<file path="src/inc/ftl_pkg.sv">
// Package for the factory trim reset loader: register map, info-area
// locations, loader states and reset values.
// Assumes a 32-bit APB slave decode on the low twelve address bits.
package ftl_pkg;

   // -----------------------------------------------------------------
   // Register indices as printed; byte address is four times the index
   // -----------------------------------------------------------------
   localparam logic [31:0] FTL_IDX_OSC_TRIM_FIRST = 32'h0FFFFF25;
   localparam logic [31:0] FTL_IDX_OSC_TRIM_SECOND = 32'hFFFFFF26;
   localparam logic [31:0] FTL_IDX_REFERENCE_TRIM = 32'hFFFFFF27;

   // Decoded address width and the index bits that are compared
   localparam int FTL_ADDR_W = 12;
   localparam int FTL_IDX_W = 10;

   // -----------------------------------------------------------------
   // Factory information area
   // -----------------------------------------------------------------
   localparam logic [7:0] FTL_INFO_OSC_FIRST = 8'h21;
   localparam logic [7:0] FTL_INFO_OSC_SECOND = 8'h22;
   localparam logic [7:0] FTL_INFO_REFERENCE = 8'h23;
   // Read-only window onto the info area: byte base, one word per byte
   localparam logic [11:0] FTL_INFO_WIN_BASE = 12'h400;
   localparam logic [1:0] FTL_INFO_WIN_SEL = 2'h1;

   // -----------------------------------------------------------------
   // Reset values and field layout
   // -----------------------------------------------------------------
   localparam logic [7:0] FTL_TRIM_RESET = 8'h00;
   localparam logic [31:0] FTL_RDATA_RESET = 32'h00000000;
   localparam int FTL_REF_ADJ_MSB = 4;
   localparam logic [7:0] FTL_REF_UNTRIMMED = 8'hF0;

   // -----------------------------------------------------------------
   // Loader and bus states
   // -----------------------------------------------------------------
   typedef enum logic [2:0] {
      FTL_ST_LOAD_OSC1 = 3'b000,
      FTL_ST_LOAD_OSC2 = 3'b001,
      FTL_ST_LOAD_REF = 3'b010,
      FTL_ST_RUN = 3'b011,
      FTL_ST_INFO_WAIT = 3'b100,
      FTL_ST_INFO_DONE = 3'b101
   } ftl_state_t;

endpackage : ftl_pkg

</file>
<file path="src/ftl_trim_loader.sv">
// Factory trim reset loader: three eight-bit trim registers loaded from
// the factory information area after every reset, then open to software.
// Assumes an APB master on clock_in and an info-area read port on the
// same clock that answers a held request with a one-cycle acknowledge.
//
// Contract
// No write path into the information area
// Every reset reloads factory trim values
// Info-area reads return stored factory bytes
// Oscillator trims load from bytes 21h, 22h
// Reference trim loads from byte 23h
// Oscillator trims fully software read/write
// Software writes ones to reference bits 7:5
// Reference low five bits adjust; F0h untrimmed
// Hold software off until loading completes
// Trim registers drive the analogue blocks continuously
//
// Chosen here: the APB register port.
`timescale 1ns/100ps

module ftl_trim_loader
   import ftl_pkg::*;
(
   input wire logic clock_in,
   input wire logic rstn_in,
   // APB slave
   input wire logic psel_in,
   input wire logic penable_in,
   input wire logic pwrite_in,
   input wire logic [FTL_ADDR_W-1:0] paddr_in,
   input wire logic [31:0] pwdata_in,
   input wire logic [3:0] pstrb_in,
   output logic [31:0] prdata_out,
   output logic pready_out,
   output logic pslverr_out,
   // Information area read port
   output logic info_req_out,
   output logic [7:0] info_addr_out,
   input wire logic info_ack_in,
   input wire logic [7:0] info_data_in,
   // Trim values to the analogue blocks
   output logic [7:0] osc_trim_first_out,
   output logic [7:0] osc_trim_second_out,
   output logic [7:0] reference_trim_out,
   output logic [FTL_REF_ADJ_MSB:0] reference_adjust_field_out,
   // Software execution released after loading
   output logic cpu_release_out
);

   // -----------------------------------------------------------------
   // Declarations
   // -----------------------------------------------------------------
   ftl_state_t state;
   ftl_state_t next_state;
   logic [7:0] osc_trim_first;
   logic [7:0] osc_trim_second;
   logic [7:0] reference_trim;
   logic [7:0] info_addr;
   logic [31:0] prdata;
   logic cpu_release;
   logic rd_valid;
   logic access_phase;
   logic hit_osc1;
   logic hit_osc2;
   logic hit_ref;
   logic hit_trim;
   logic hit_info;
   logic [7:0] info_byte_sel;
   logic trim_write;
   logic loading;

   // -----------------------------------------------------------------
   // Address decode
   // -----------------------------------------------------------------
   // Only the low index bits are compared; the printed indices are too
   // wide to become byte addresses, so the map aliases on 4 KB.
   assign access_phase = psel_in && penable_in;
   assign hit_osc1 = paddr_in[11:2] == FTL_IDX_OSC_TRIM_FIRST[FTL_IDX_W-1:0];
   assign hit_osc2 = paddr_in[11:2] == FTL_IDX_OSC_TRIM_SECOND[FTL_IDX_W-1:0];
   assign hit_ref = paddr_in[11:2] == FTL_IDX_REFERENCE_TRIM[FTL_IDX_W-1:0];
   assign hit_trim = hit_osc1 || hit_osc2 || hit_ref;
   // Info window: one word per info byte above the base
   assign hit_info = paddr_in[11:10] == FTL_INFO_WIN_SEL;
   assign info_byte_sel = paddr_in[9:2];
   assign loading = state == FTL_ST_LOAD_OSC1 ||
                    state == FTL_ST_LOAD_OSC2 ||
                    state == FTL_ST_LOAD_REF;
   // Writes only land in the low byte lane of a trim register
   assign trim_write = state == FTL_ST_RUN && access_phase && pwrite_in &&
                       pstrb_in[0];

   // -----------------------------------------------------------------
   // Loader and bus sequencer
   // -----------------------------------------------------------------
   // Next state
   always_comb begin
      next_state = state;
      case (state)
         FTL_ST_LOAD_OSC1: begin
            if (info_ack_in) begin
               next_state = FTL_ST_LOAD_OSC2;
            end
         end
         FTL_ST_LOAD_OSC2: begin
            if (info_ack_in) begin
               next_state = FTL_ST_LOAD_REF;
            end
         end
         FTL_ST_LOAD_REF: begin
            if (info_ack_in) begin
               next_state = FTL_ST_RUN;
            end
         end
         FTL_ST_RUN: begin
            if (access_phase && hit_info && !pwrite_in) begin
               next_state = FTL_ST_INFO_WAIT;
            end
         end
         FTL_ST_INFO_WAIT: begin
            if (info_ack_in) begin
               next_state = FTL_ST_INFO_DONE;
            end
         end
         FTL_ST_INFO_DONE: begin
            next_state = FTL_ST_RUN;
         end
         default: begin
            next_state = FTL_ST_LOAD_OSC1;
         end
      endcase
   end

   // State register; reset always restarts the load sequence
   always_ff @(posedge clock_in or negedge rstn_in) begin
      if (!rstn_in) begin
         state <= FTL_ST_LOAD_OSC1;
      end else begin
         state <= next_state;
      end
   end

   // -----------------------------------------------------------------
   // Information area read port
   // -----------------------------------------------------------------
   // Request is held until acknowledged; the port has no write strobe
   // at all, so the factory bytes cannot be changed from here.
   assign info_req_out = loading || state == FTL_ST_INFO_WAIT;

   // Info address steps through the three trim locations
   always_ff @(posedge clock_in or negedge rstn_in) begin
      if (!rstn_in) begin
         info_addr <= FTL_INFO_OSC_FIRST;
      end else if (state == FTL_ST_LOAD_OSC1 && info_ack_in) begin
         info_addr <= FTL_INFO_OSC_SECOND;
      end else if (state == FTL_ST_LOAD_OSC2 && info_ack_in) begin
         info_addr <= FTL_INFO_REFERENCE;
      end else if (state == FTL_ST_RUN && access_phase && hit_info &&
                   !pwrite_in) begin
         info_addr <= info_byte_sel;
      end
   end
   assign info_addr_out = info_addr;

   // -----------------------------------------------------------------
   // Trim registers
   // -----------------------------------------------------------------
   // First oscillator trim: factory byte, then software
   always_ff @(posedge clock_in or negedge rstn_in) begin
      if (!rstn_in) begin
         osc_trim_first <= FTL_TRIM_RESET;
      end else if (state == FTL_ST_LOAD_OSC1 && info_ack_in) begin
         osc_trim_first <= info_data_in;
      end else if (trim_write && hit_osc1) begin
         osc_trim_first <= pwdata_in[7:0];
      end
   end

   // Second oscillator trim
   always_ff @(posedge clock_in or negedge rstn_in) begin
      if (!rstn_in) begin
         osc_trim_second <= FTL_TRIM_RESET;
      end else if (state == FTL_ST_LOAD_OSC2 && info_ack_in) begin
         osc_trim_second <= info_data_in;
      end else if (trim_write && hit_osc2) begin
         osc_trim_second <= pwdata_in[7:0];
      end
   end

   // Reference trim; stored as written, software keeps bits 7:5 at one
   always_ff @(posedge clock_in or negedge rstn_in) begin
      if (!rstn_in) begin
         reference_trim <= FTL_TRIM_RESET;
      end else if (state == FTL_ST_LOAD_REF && info_ack_in) begin
         reference_trim <= info_data_in;
      end else if (trim_write && hit_ref) begin
         reference_trim <= pwdata_in[7:0];
      end
   end

   // Live trim values to oscillator and reference generator
   assign osc_trim_first_out = osc_trim_first;
   assign osc_trim_second_out = osc_trim_second;
   assign reference_trim_out = reference_trim;
   assign reference_adjust_field_out =
      reference_trim[FTL_REF_ADJ_MSB:0];

   // -----------------------------------------------------------------
   // Release of software execution
   // -----------------------------------------------------------------
   // Registered so the release never precedes the last trim load
   always_ff @(posedge clock_in or negedge rstn_in) begin
      if (!rstn_in) begin
         cpu_release <= 1'b0;
      end else if (state == FTL_ST_LOAD_REF && info_ack_in) begin
         cpu_release <= 1'b1;
      end
   end
   assign cpu_release_out = cpu_release;

   // -----------------------------------------------------------------
   // APB read data
   // -----------------------------------------------------------------
   // Trim data is captured in the first run cycle of a request, so a
   // read that waited out the reset load still sees the loaded byte;
   // info bytes arrive on acknowledge.
   always_ff @(posedge clock_in or negedge rstn_in) begin
      if (!rstn_in) begin
         prdata <= FTL_RDATA_RESET;
      end else if (state == FTL_ST_INFO_WAIT && info_ack_in) begin
         prdata <= {24'h000000, info_data_in};
      end else if (state == FTL_ST_RUN && psel_in && !rd_valid) begin
         if (hit_osc1) begin
            prdata <= {24'h000000, osc_trim_first};
         end else if (hit_osc2) begin
            prdata <= {24'h000000, osc_trim_second};
         end else if (hit_ref) begin
            prdata <= {24'h000000, reference_trim};
         end else begin
            prdata <= FTL_RDATA_RESET;
         end
      end
   end
   assign prdata_out = prdata;

   // Read data valid one cycle after its capture; cleared on completion
   always_ff @(posedge clock_in or negedge rstn_in) begin
      if (!rstn_in) begin
         rd_valid <= 1'b0;
      end else begin
         rd_valid <= state == FTL_ST_RUN && psel_in &&
                     !(penable_in && pready_out);
      end
   end

   // -----------------------------------------------------------------
   // APB completion and error
   // -----------------------------------------------------------------
   // Bus stalls during the reset load, so no read sees a partial value
   always_comb begin
      pready_out = 1'b0;
      pslverr_out = 1'b0;
      case (state)
         FTL_ST_RUN: begin
            if (access_phase) begin
               if (hit_trim) begin
                  pready_out = pwrite_in || rd_valid;
               end else if (hit_info && pwrite_in) begin
                  pready_out = 1'b1;
                  pslverr_out = 1'b1;
               end else if (!hit_info) begin
                  pready_out = pwrite_in || rd_valid;
                  pslverr_out = pwrite_in || rd_valid;
               end
            end
         end
         FTL_ST_INFO_DONE: begin
            pready_out = access_phase;
         end
         default: begin
            pready_out = 1'b0;
         end
      endcase
   end

endmodule : ftl_trim_loader

</file>
<file path="config.mk">
export PLATFORM = sky130hd
export DESIGN_NAME = ftl_trim_loader
export DESIGN_NICKNAME = d
export VERILOG_FILES = /design/src/inc/ftl_pkg.sv /design/src/ftl_trim_loader.sv
export SDC_FILE = /design/constraint.sdc
export NUM_CORES = 1
export LEC_CHECK = 0
export BUFFER_PORTS_ARGS = -buffer_cell sky130_fd_sc_hd__buf_4
export CORE_MARGIN = 2
export CORE_UTILIZATION = 40
export CTS_CLUSTER_SIZE = 8
export DETAILED_ROUTE_END_ITERATION = 6
export PLACE_DENSITY = 0.78
export SYNTH_ARGS = -nofsm -noshare
export SYNTH_HDL_FRONTEND = slang
export SYNTH_SLANG_ARGS = --single-unit
</file>
<file path="constraint.sdc">
create_clock -name clock_in -period 2.32 [get_ports clock_in]
set_input_delay 0.464 -clock clock_in [delete_from_list [all_inputs] [get_ports clock_in]]
set_output_delay 0.464 -clock clock_in [all_outputs]
set_load 0.1 [all_outputs]
</file>
# After elaboration in Yosys (flattened, before gate mapping)
# Cells that the tools add are included.
# op_classes
n_eq_ne,14
reduce_logical,36
mux,28
# op_table
operator,count
$mux W8,12
$mux W32,2
$eq A10 B10 Y1 const B,3
$logic_and A1 B1 Y1,20
$pmux W3 S6,1
$mux W3,5
$ne A2 B2 Y1 const B,4
$reduce_bool A2 Y1,4
$mux W1,7
$eq A3 B2 Y1 const B,2
$eq A3 B3 Y1 const B,2
$logic_or A1 B1 Y1,6
$reduce_and A5 Y1,1
$eq A3 B1 Y1 const B,1
$logic_not A1 Y1,3
$logic_not A3 Y1,1
$reduce_bool A3 Y1,1
$eq A2 B1 Y1 const B,1
$ne A2 B1 Y1 const B,1
$pmux W1 S2,1
# word_totals
register_bits,69
out_inout_bits,73
in_bits,62

# Logic depth before layout (Yosys ltp)
# Gate-level depths: netlist of the first run.
# depth
ltp_word,9
ltp_mapped,7

# Worst setup path before layout of the first run
# Ideal clock, no wire load.
# synth_timing
path_type,input to output
startpoint,in paddr_in[3]
endpoint,out pslverr_out
setup_slack_ns,-1.361
arrival_ns,3.217
path_buffers,2
stages,5
cell_sequence,buf_1 clkbuf_1 nor2_1 nor2_1 nor3b_1
# synth_via
elab_chain_cells,6
word_cells_on_any_way,8
cone_classes,eq/ne (3); mux (3); reduce/logical (2)
# synth_rtl
item,line,text
"start, declared",ftl_trim_loader.sv:30,"input wire logic [FTL_ADDR_W-1:0] paddr_in,"
$eq A10 B10 Y1 (on tied branches),"ftl_trim_loader.sv:78, ftl_trim_loader.sv:79",
$logic_or A1 B1 Y1,ftl_trim_loader.sv:81,assign hit_trim = hit_osc1 || hit_osc2 || hit_ref;
$logic_or A1 B1 Y1 *,ftl_trim_loader.sv:81,
$mux W1 *,ftl_trim_loader.sv:265,if (hit_trim) begin
$mux W1 *,ftl_trim_loader.sv:264,if (access_phase) begin
$mux W1 *,ftl_trim_loader.sv:262,case (state)
"end, declared",ftl_trim_loader.sv:35,"output logic pslverr_out,"
# Every way passes the cells marked *; elsewhere a longest branch is shown, timed or not.

# Worst setup path after layout of the first run
# layout_timing
startpoint,reg state[2]
endpoint,out pslverr_out
# layout_via
elab_chain_cells,2
# layout_rtl
item,line,text
"start, declared",ftl_trim_loader.sv:53,ftl_state_t state;
"start signal, assigned",ftl_trim_loader.sv:138,state <= next_state;
$eq A3 B2 Y1,ftl_trim_loader.sv:262,
$mux W1,ftl_trim_loader.sv:262,
# No other way between the ends.

==> flow_metrics.tcl, run 1 <==
set metrics [dict create \
    numCtsBuffers 5 \
    drt_pass1_iterations 4 \
    wire_per_inst_um 17.7 \
    overflow 0 \
    yosysUniqueCellTypes 49 \
    clock-sinks 45 \
    cts_root_buf "clkbuf_8" \
    r2r-start "state[1]" \
    synthCells 259 \
    ys_async_sr_fraction_pct 100 \
    crit_path_end_kind "primary output" \
    fin_area_mm2 0.00331 \
    p_leak_uw 0.00153 \
    io-pin-count 135 \
    antennaDiodeCount 0 \
    synth-edff-count 0 \
    htree_num_levels 2 \
    core_region_area_mm2 0.00639 \
    syn_area_mm2 0.00267 \
    slew_headroom_pct 62.1 \
    worst_slew_pin_slew_ps 569 \
    antenna_found_initial 0 \
    placed_cell_area_mm2 0.00322 \
    wl_um 7240 \
    place_ws_ps 206 \
    hold-worst-slack_ps 151 \
    tns_ps 0 \
    drt_iter0_markers 202 \
    cp.arrival_ps 1720 \
    cts.reportedPaths.clkPinSlew_ps 80 \
    hold_viol_final 0 \
    reg2regPathDepth 5 \
    io_buffer_count 81 \
    grt_usage_pct 20.0 \
    vias_per_cell 5.53 \
    grt_max_degree 46 \
    yosys_warnings 0 \
    clock_latency_ps 300 \
    worstReg2RegEnd "info_addr_out[6]" \
    initial_core_util_pct 41.8 \
    placed_cells 402 \
    p_per_area_mw_per_mm2 1610 \
    die_x_um 85.7 \
    gp_congestion 0.842 \
    status "finished, final reports clean" \
    slew_violations 0 \
    post-route-period-util_pct 94.3 \
    fmaxAchievable_ghz 0.457 \
    hpwl_um 5190 \
    setup_viol 0 \
    worstSetupPathType "register to primary output" \
    maxCapViolations 0 \
    ys_seq_elements 45 \
    drc 0 \
    cts_buffer_depth 2 \
    synth_ff_type "dfrtp_1" \
    finClkSkew_ps 13.3 \
    synth_area_per_cell_um2 10.3 \
    cp-start-kind "register" \
    cts_hold_buf 0 \
    grt_pass1_wl_um 11500 \
    fillerInstances 623 \
    cp_max_fo 11 \
    ir_drop_uv 1260 \
    rows 29 \
    layout.nets 394 \
    dieArea_mm2 0.00734 \
    final_cells 410 \
    seq_area_frac_synth_pct 42.3 \
    required_ps 1860 \
    drive_gt1_share_pct 40.5 \
    timing.final.ws_setup_ps 132 \
    first_global_vias 2215 \
    syn_to_final_growth_pct 24.0 \
    rsz0062_at_grt "no" \
    hold_class "input port to asynchronous set/reset pin" \
    fin_crit_ps 2190 \
    antenna_left 0 \
    cts_tree "yes" \
    post-cts-setup-buffers 0 \
    rrSetupSlack_ps 360 \
    vias 2268 \
    die_h_um 85.7 \
]
-- metal layers --
| layer | part of all wire (%) | track usage (%) |
|---|---|---|
| met5 | 0 | 0 |
| met4 | 1.2 | 5.77 |
| met3 | 8.3 | 3.95 |
| met2 | 48 | 33.0 |
| met1 | 42 | 26.8 |
-- worst max-delay path: stages (launching register included) --
cell and delay [ps]:
dfrtp_1 510, and2b_1 320, nand2b_4 90, nor3b_4 190, buf_4 310
-- Yosys cell counts, types with 2 or more instances --
cell | number | area share [%]
dfrtp_1 | 43 | 40
buf_4 | 30 | 8.4
nor2_1 | 19 | 2.7
o221a_1 | 14 | 5.9
or2_2 | 14 | 3.3
a21oi_1 | 12 | 2.2
o21ai_0 | 12 | 2.2
a31oi_1 | 9 | 2.1
a221o_1 | 8 | 3.0
a22oi_1 | 8 | 2.2
mux2_2 | 8 | 3.4
nor3_1 | 8 | 1.5
mux2i_1 | 6 | 2.2
nand2_1 | 6 | 0.84
clkbuf_1 | 5 | 0.70
nand2b_1 | 5 | 1.2
nand3_1 | 5 | 0.94
buf_2 | 4 | 0.75
buf_1 | 3 | 0.42
buf_6 | 3 | 1.3
and4_1 | 2 | 0.66
and4bb_2 | 2 | 0.94
dfstp_2 | 2 | 2.0
inv_1 | 2 | 0.28
nor2b_1 | 2 | 0.47
nor3b_4 | 2 | 1.4
o211ai_1 | 2 | 0.56
or2_0 | 2 | 0.47
-- cell type report --
class,instances,area [um^2],share of cell area [%]
Clock buffer,5,68.8,2.08
Clock inverter,3,22.5,0.680
Inverter,2,7.51,0.227
Multi-Input combinational cell,190,1330,40.0
Sequential cell,45,1130,34.1
Tap cell,77,96.3,2.91
Timing Repair Buffer,88,661,20.0
-- metrics by stage --
stage	power (uW)	utilization (%)
finish	5320	51.8
CTS	5330	51.8
global route	5500	51.8
global placement	4800	50.4
detailed placement	4840	50.4
floorplan	4200	-
-- how the worst max path moves through the flow --
stage,to,from,depth (start not counted)
finish,pslverr_out,state[2],4
global route,pslverr_out,state[1],4
CTS,pslverr_out,state[0],4
detailed placement,osc_trim_second_out[5],paddr_in[8],5
global placement,osc_trim_second_out[5],paddr_in[8],5
floorplan,pslverr_out,paddr_in[3],5
-- where the power goes --
group / internal, uW / leakage [uW] / switching (uW) / total, uW
clock: 214 / 0.0000481 / 283 / 497
combinational: 711 / 0.000955 / 2820 / 3530
sequential: 1050 / 0.000528 / 244 / 1300
-- kinds of logic after synthesis --
family,count (synthesis),synth area share (%)
other cells,1,0.140
buf+inv,47,11.9
simple gates,82,19.7
mux,14,5.62
flops,45,42.3
compound gates,70,20.4
-- cell usage in the layout, fill, tap and decap left out, types with 6 or more instances in the layout --
cell     instances
buf_4           88
dfrtp_1         42
conb_1          24
nor2_1          18
or2_2           14
o221a_1         14
a21oi_1         12
o21ai_0         12
a31oi_1          9
mux2_2           8
a22oi_1          8
nor3_1           8
a221o_1          8
nand2_1          6
mux2i_1          6
-- repair_timing --
item / in CTS / in global routing
hold endpoints to repair: 0 / 0
setup endpoints to repair: 0 / 1
resized for setup: 0 / 1
-- sequential cells by signal, indices dropped and copies added, names as in the netlist --
signal	count
info_addr_out	8
osc_trim_first_out	8
cpu_release_out	1
state	3
osc_trim_second_out	8
prdata_out	8
reference_trim_out	8
rd_valid	1
(Power assumes the default switching activity.)
==> run 2, diff against run 1 <==
--- a/config.mk
+++ b/config.mk
@@ -11,6 +11,7 @@
 export CTS_CLUSTER_SIZE = 8
 export DETAILED_ROUTE_END_ITERATION = 6
 export PLACE_DENSITY = 0.78
+export RECOVER_POWER = 25
 export SYNTH_ARGS = -nofsm -noshare
 export SYNTH_HDL_FRONTEND = slang
 export SYNTH_SLANG_ARGS = --single-unit
==> flow_metrics.tcl, run 2 (same netlist as run 1, synthesis figures left out) <==
set metrics [dict create \
    vias 2261 \
    grt_pass1_wl_um 11500 \
    slew_headroom_pct 26.4 \
    htree_num_levels 2 \
    numCtsBuffers 5 \
    drt_pass1_iterations 4 \
    grt_usage_pct 20.0 \
    p_sw_share_pct 62.8 \
    hold_viol_final 0 \
    clock-sinks 45 \
    fmaxAchievable_ghz 0.458 \
    cts_root_buf "clkbuf_8" \
    cts_buffer_depth 2 \
    cp.arrival_ps 1720 \
    first_global_vias 2215 \
    hold-worst-slack_ps 355 \
    die_h_um 85.7 \
    worstSetupPathType "register to primary output" \
    cts_tree "yes" \
    status "finished, final reports clean" \
    antenna_left 0 \
    worst_slew_pin_slew_ps 1100 \
    finClkSkew_ps 13.0 \
    io-pin-count 135 \
    required_ps 1860 \
    post-route-period-util_pct 94.2 \
    antennaDiodeCount 0 \
    p_leak_uw 0.00153 \
    io_buffer_count 81 \
    initial_core_util_pct 41.8 \
    vias_per_cell 5.51 \
    clock_latency_ps 300 \
    wl_um 7150 \
    fin_crit_ps 2190 \
    grt_max_degree 46 \
    crit_start "state[2]" \
    placed_cell_area_mm2 0.00322 \
    p_seq_share_pct 24.4 \
    slew_violations 0 \
    rows 29 \
    crit_path_end_kind "primary output" \
    rsz0062_at_grt "no" \
    p_clk_share_pct 9.3 \
    overflow 0 \
    post-route-util_pct 51.8 \
    syn_to_final_growth_pct 23.9 \
    antenna_found_initial 0 \
    r2r-start "state[1]" \
    core_region_area_mm2 0.00639 \
    fin_area_mm2 0.00331 \
    combPwrFrac_pct 66.3 \
    dieArea_mm2 0.00734 \
    p_int_uw 1980 \
    cp_max_fo 11 \
    setup_viol 0 \
    drt_iter0_markers 201 \
    drive_gt1_share_pct 40.5 \
    wire_per_inst_um 17.4 \
    ir_drop_uv 1260 \
    mostFrequentLayoutCell "buf_4" \
    drc 0 \
    tns_ps 0 \
    die_x_um 85.7 \
    min_from "penable_in" \
    cts.reportedPaths.clkPinSlew_ps 90 \
    cp-start-kind "register" \
    hold_class "input port to register" \
    layout_common_cells "buf_4, dfrtp_1, conb_1" \
    layout.nets 394 \
    p_switching_uw 3340 \
    p_per_area_mw_per_mm2 1610 \
    gp_congestion 0.842 \
    maxCapViolations 0 \
    hpwl_um 5190 \
]
## run 2: through the flow
stage / instances / total power [uW] / setup slack, ps
final: 410 / 5310 / 134
after global placement: 402 / 4800 / 213
after CTS: 410 / 5330 / 100
after global routing: 410 / 5500 / 39.7
after floorplan: 282 / 4200 / -19.4
after detailed placement: 402 / 4840 / 206
## run 2: what timing repair did
action	CTS	global route
hold buffers	0	0
resized for setup	0	1
setup buffers	0	0
endpoints found under the setup margin	0	1
hold endpoints to repair	0	0
## run 2: cell type report
cell class	instances	area, um^2
multi-input combinational	190	1330
sequential	45	1130
tap	77	96.3
clock buffer	5	68.8
clock inverter	3	22.5
timing repair buffer	88	658
fill	624	3080
inverter	2	7.51
## run 2: worst max-delay path, stage by stage (launching register included)
cell and delay [ps]:
dfrtp_1 510, and2b_1 320, nand2b_4 90, nor3b_4 190, buf_4 310
## run 2: final timing paths
check | slack, ps | cells after the start | end
setup / recovery | 130 | 4 | pslverr_out
hold / removal | 350 | 2 | rd_valid
setup reg to reg | 360 | 5 | info_addr_out[6]
hold reg to reg | 470 | 1 | cpu_release_out
max in group asynchronous | 1220 | 1 | state[0]
min in group asynchronous | 360 | 1 | info_addr_out[2]
## run 2: power groups by stage
stage	Combinational (uW)	Sequential, uW	Clock [uW]
2_1_floorplan	1110	3090	0
4_1_cts	3540	1290	500
3_3_place_gp	3510	1290	0
5_1_grt	3630	1330	535
3_5_place_dp	3540	1310	0
6_report	3520	1290	496
## run 2: metal layers
metal | track usage (%) | routed length, um | vias to the layer above
met5 | 0 | 0 | -
met4 | 5.77 | 110 | 0
met3 | 3.95 | 616 | 9
met2 | 33.0 | 3490 | 117
met1 | 26.8 | 2930 | 1083
li1 | - | - | 1052
==> run 3, diff against run 2 <==
--- a/config.mk
+++ b/config.mk
@@ -5,13 +5,15 @@
 export SDC_FILE = /design/constraint.sdc
 export NUM_CORES = 1
 export LEC_CHECK = 0
-export BUFFER_PORTS_ARGS = -buffer_cell sky130_fd_sc_hd__buf_4
 export CORE_MARGIN = 2
 export CORE_UTILIZATION = 40
 export CTS_CLUSTER_SIZE = 8
 export DETAILED_ROUTE_END_ITERATION = 6
-export PLACE_DENSITY = 0.78
+export DONT_BUFFER_PORTS = 1
+export GPL_TIMING_DRIVEN = 0
+export PLACE_DENSITY = 0.6
 export RECOVER_POWER = 25
 export SYNTH_ARGS = -nofsm -noshare
 export SYNTH_HDL_FRONTEND = slang
 export SYNTH_SLANG_ARGS = --single-unit
+export TNS_END_PERCENT = 30
==> flow_metrics.tcl, run 3 (same netlist as run 1, synthesis figures left out) <==
set metrics [dict create \
    status "complete, but fails checks" \
    failed_checks "setup timing" \
    wl_um 7300 \
    initial_core_util_pct 41.8 \
    hold_class "input port to register" \
    die_h_um 85.7 \
    fin_crit_ps 2370 \
    antenna_left 0 \
    htree_num_levels 2 \
    cp_slowest_cell "nor2_2" \
    cts_root_buf "clkbuf_8" \
    die_x_um 85.7 \
    crit_path_end_kind "primary output" \
    numCtsBuffers 5 \
    final_cells 370 \
    required_ps 1860 \
    gp_congestion 0.784 \
    p_leak_uw 0.00135 \
    antennaDiodeCount 0 \
    cp-start-kind "register" \
    cts.reportedPaths.clkPinSlew_ps 90 \
    slew_violations 0 \
    overflow 0 \
    syn_to_final_growth_pct 13.1 \
    rrSetupSlack_ps 280 \
    io-pin-count 135 \
    fmaxAchievable_ghz 0.421 \
    first_global_vias 2072 \
    slowest_delay_ps 810 \
    grt_max_degree 46 \
    layout_common_cells "dfrtp_1, buf_4, conb_1" \
    rsz0062_at_grt "yes" \
    clock-sinks 45 \
    worst_slew_pin_slew_ps 1120 \
    wire_per_inst_um 19.7 \
    grt_pass1_wl_um 11700 \
    setup_viol 2 \
    post-route-util_pct 47.3 \
    cts_tree "yes" \
    antenna_found_initial 0 \
    cp.arrival_ps 1910 \
    r2r-start "state[1]" \
    clock_latency_ps 300 \
    hpwl_um 5210 \
    reg2regPathDepth 6 \
    ir_drop_uv 1230 \
    hold-worst-slack_ps 240 \
    core_region_area_mm2 0.00639 \
    placed_cells 359 \
    worstReg2RegEnd "osc_trim_second_out[6]" \
    grt_usage_pct 20.5 \
    p_per_area_mw_per_mm2 1650 \
    post-route-period-util_pct 102 \
    cp-endpoint "pready_out" \
    cp_max_fo 10 \
    io_buffer_count 0 \
    mostFrequentLayoutCell "dfrtp_1" \
    layout.nets 354 \
    rows 29 \
    drt_iter0_markers 82 \
    slew_headroom_pct 25.0 \
    worstSetupPathType "register to primary output" \
    crit_start "state[1]" \
    place_ws_ps -321 \
    drc 0 \
    timing.final.ws_setup_ps -54.8 \
    vias 2047 \
    drive_gt1_share_pct 30.7 \
    worstPathCellList "buf_4 -> nor2b_1 -> a21oi_1 -> nor2_2" \
    maxCapViolations 0 \
    drt_pass1_iterations 4 \
    vias_per_cell 5.53 \
    finClkSkew_ps 7.41 \
    cts_buffer_depth 2 \
    dieArea_mm2 0.00734 \
    hold_viol_final 0 \
]
[run 3: final cells by class]
cell class | instances | area [um^2]
inverter | 2 | 7.51
buffer | 44 | 314
sequential | 45 | 1130
multi-input combinational | 190 | 1330
clock buffer | 6 | 72.6
timing repair buffer | 4 | 27.5
fill | 613 | 3370
clock inverter | 2 | 38.8
tap | 77 | 96.3
[run 3: through the flow]
stage,total power [uW],cell area [um^2],TNS [ps]
floorplan,4200,2770,-19.4
global placement,4360,2870,-316
detailed placement,4380,2870,-321
CTS,5020,3040,-130
global route,5170,3020,-250
finish,4990,3020,-106
[run 3: critical path: cells and delay by family, from the launching register on]
kind                   cells  cell delay, ps
and+or+nand+nor            2             930
DFF                        1             430
buffers and inverters      1             200
AOI/OAI and AO/OA          1              60
[run 3: worst min path at each step]
stage	cells after the start	endpoint	startpoint
floorplan	0	cpu_release_out	rstn_in
global placement	0	info_addr_out[7]	rstn_in
detailed placement	0	info_addr_out[6]	rstn_in
CTS	1	osc_trim_second_out[3]	rstn_in
global route	1	rd_valid	penable_in
finish	1	rd_valid	penable_in
[run 3: layer usage]
layer | part of all wire [%] | vias to the layer above | track usage (%) | wire length (um)
li1 | - | 974 | - | -
met1 | 40 | 968 | 26.2 | 2920
met2 | 47 | 97 | 33.5 | 3400
met3 | 12 | 8 | 7.41 | 890
met4 | 1.2 | 0 | 4.47 | 91
met5 | 0 | - | 0 | 0
[run 3: repair_timing]
| item | 4_1_cts | 5_1_grt |
|---|---|---|
| gates resized for setup | 10 | 0 |
| setup buffers | 3 | 0 |
| hold endpoints to repair | 45 | 0 |
| pin swaps | 1 | 0 |
| endpoints found under the setup margin | 2 | 2 |
| hold buffers | 1 | 0 |
[run 3: power by group]
part | switching (uW) | leakage (uW) | internal (uW) | total [uW]
Clock | 285 | 0.0000554 | 324 | 609
Sequential | 2140 | 0.000528 | 1010 | 3160
Combinational | 822 | 0.000769 | 408 | 1230
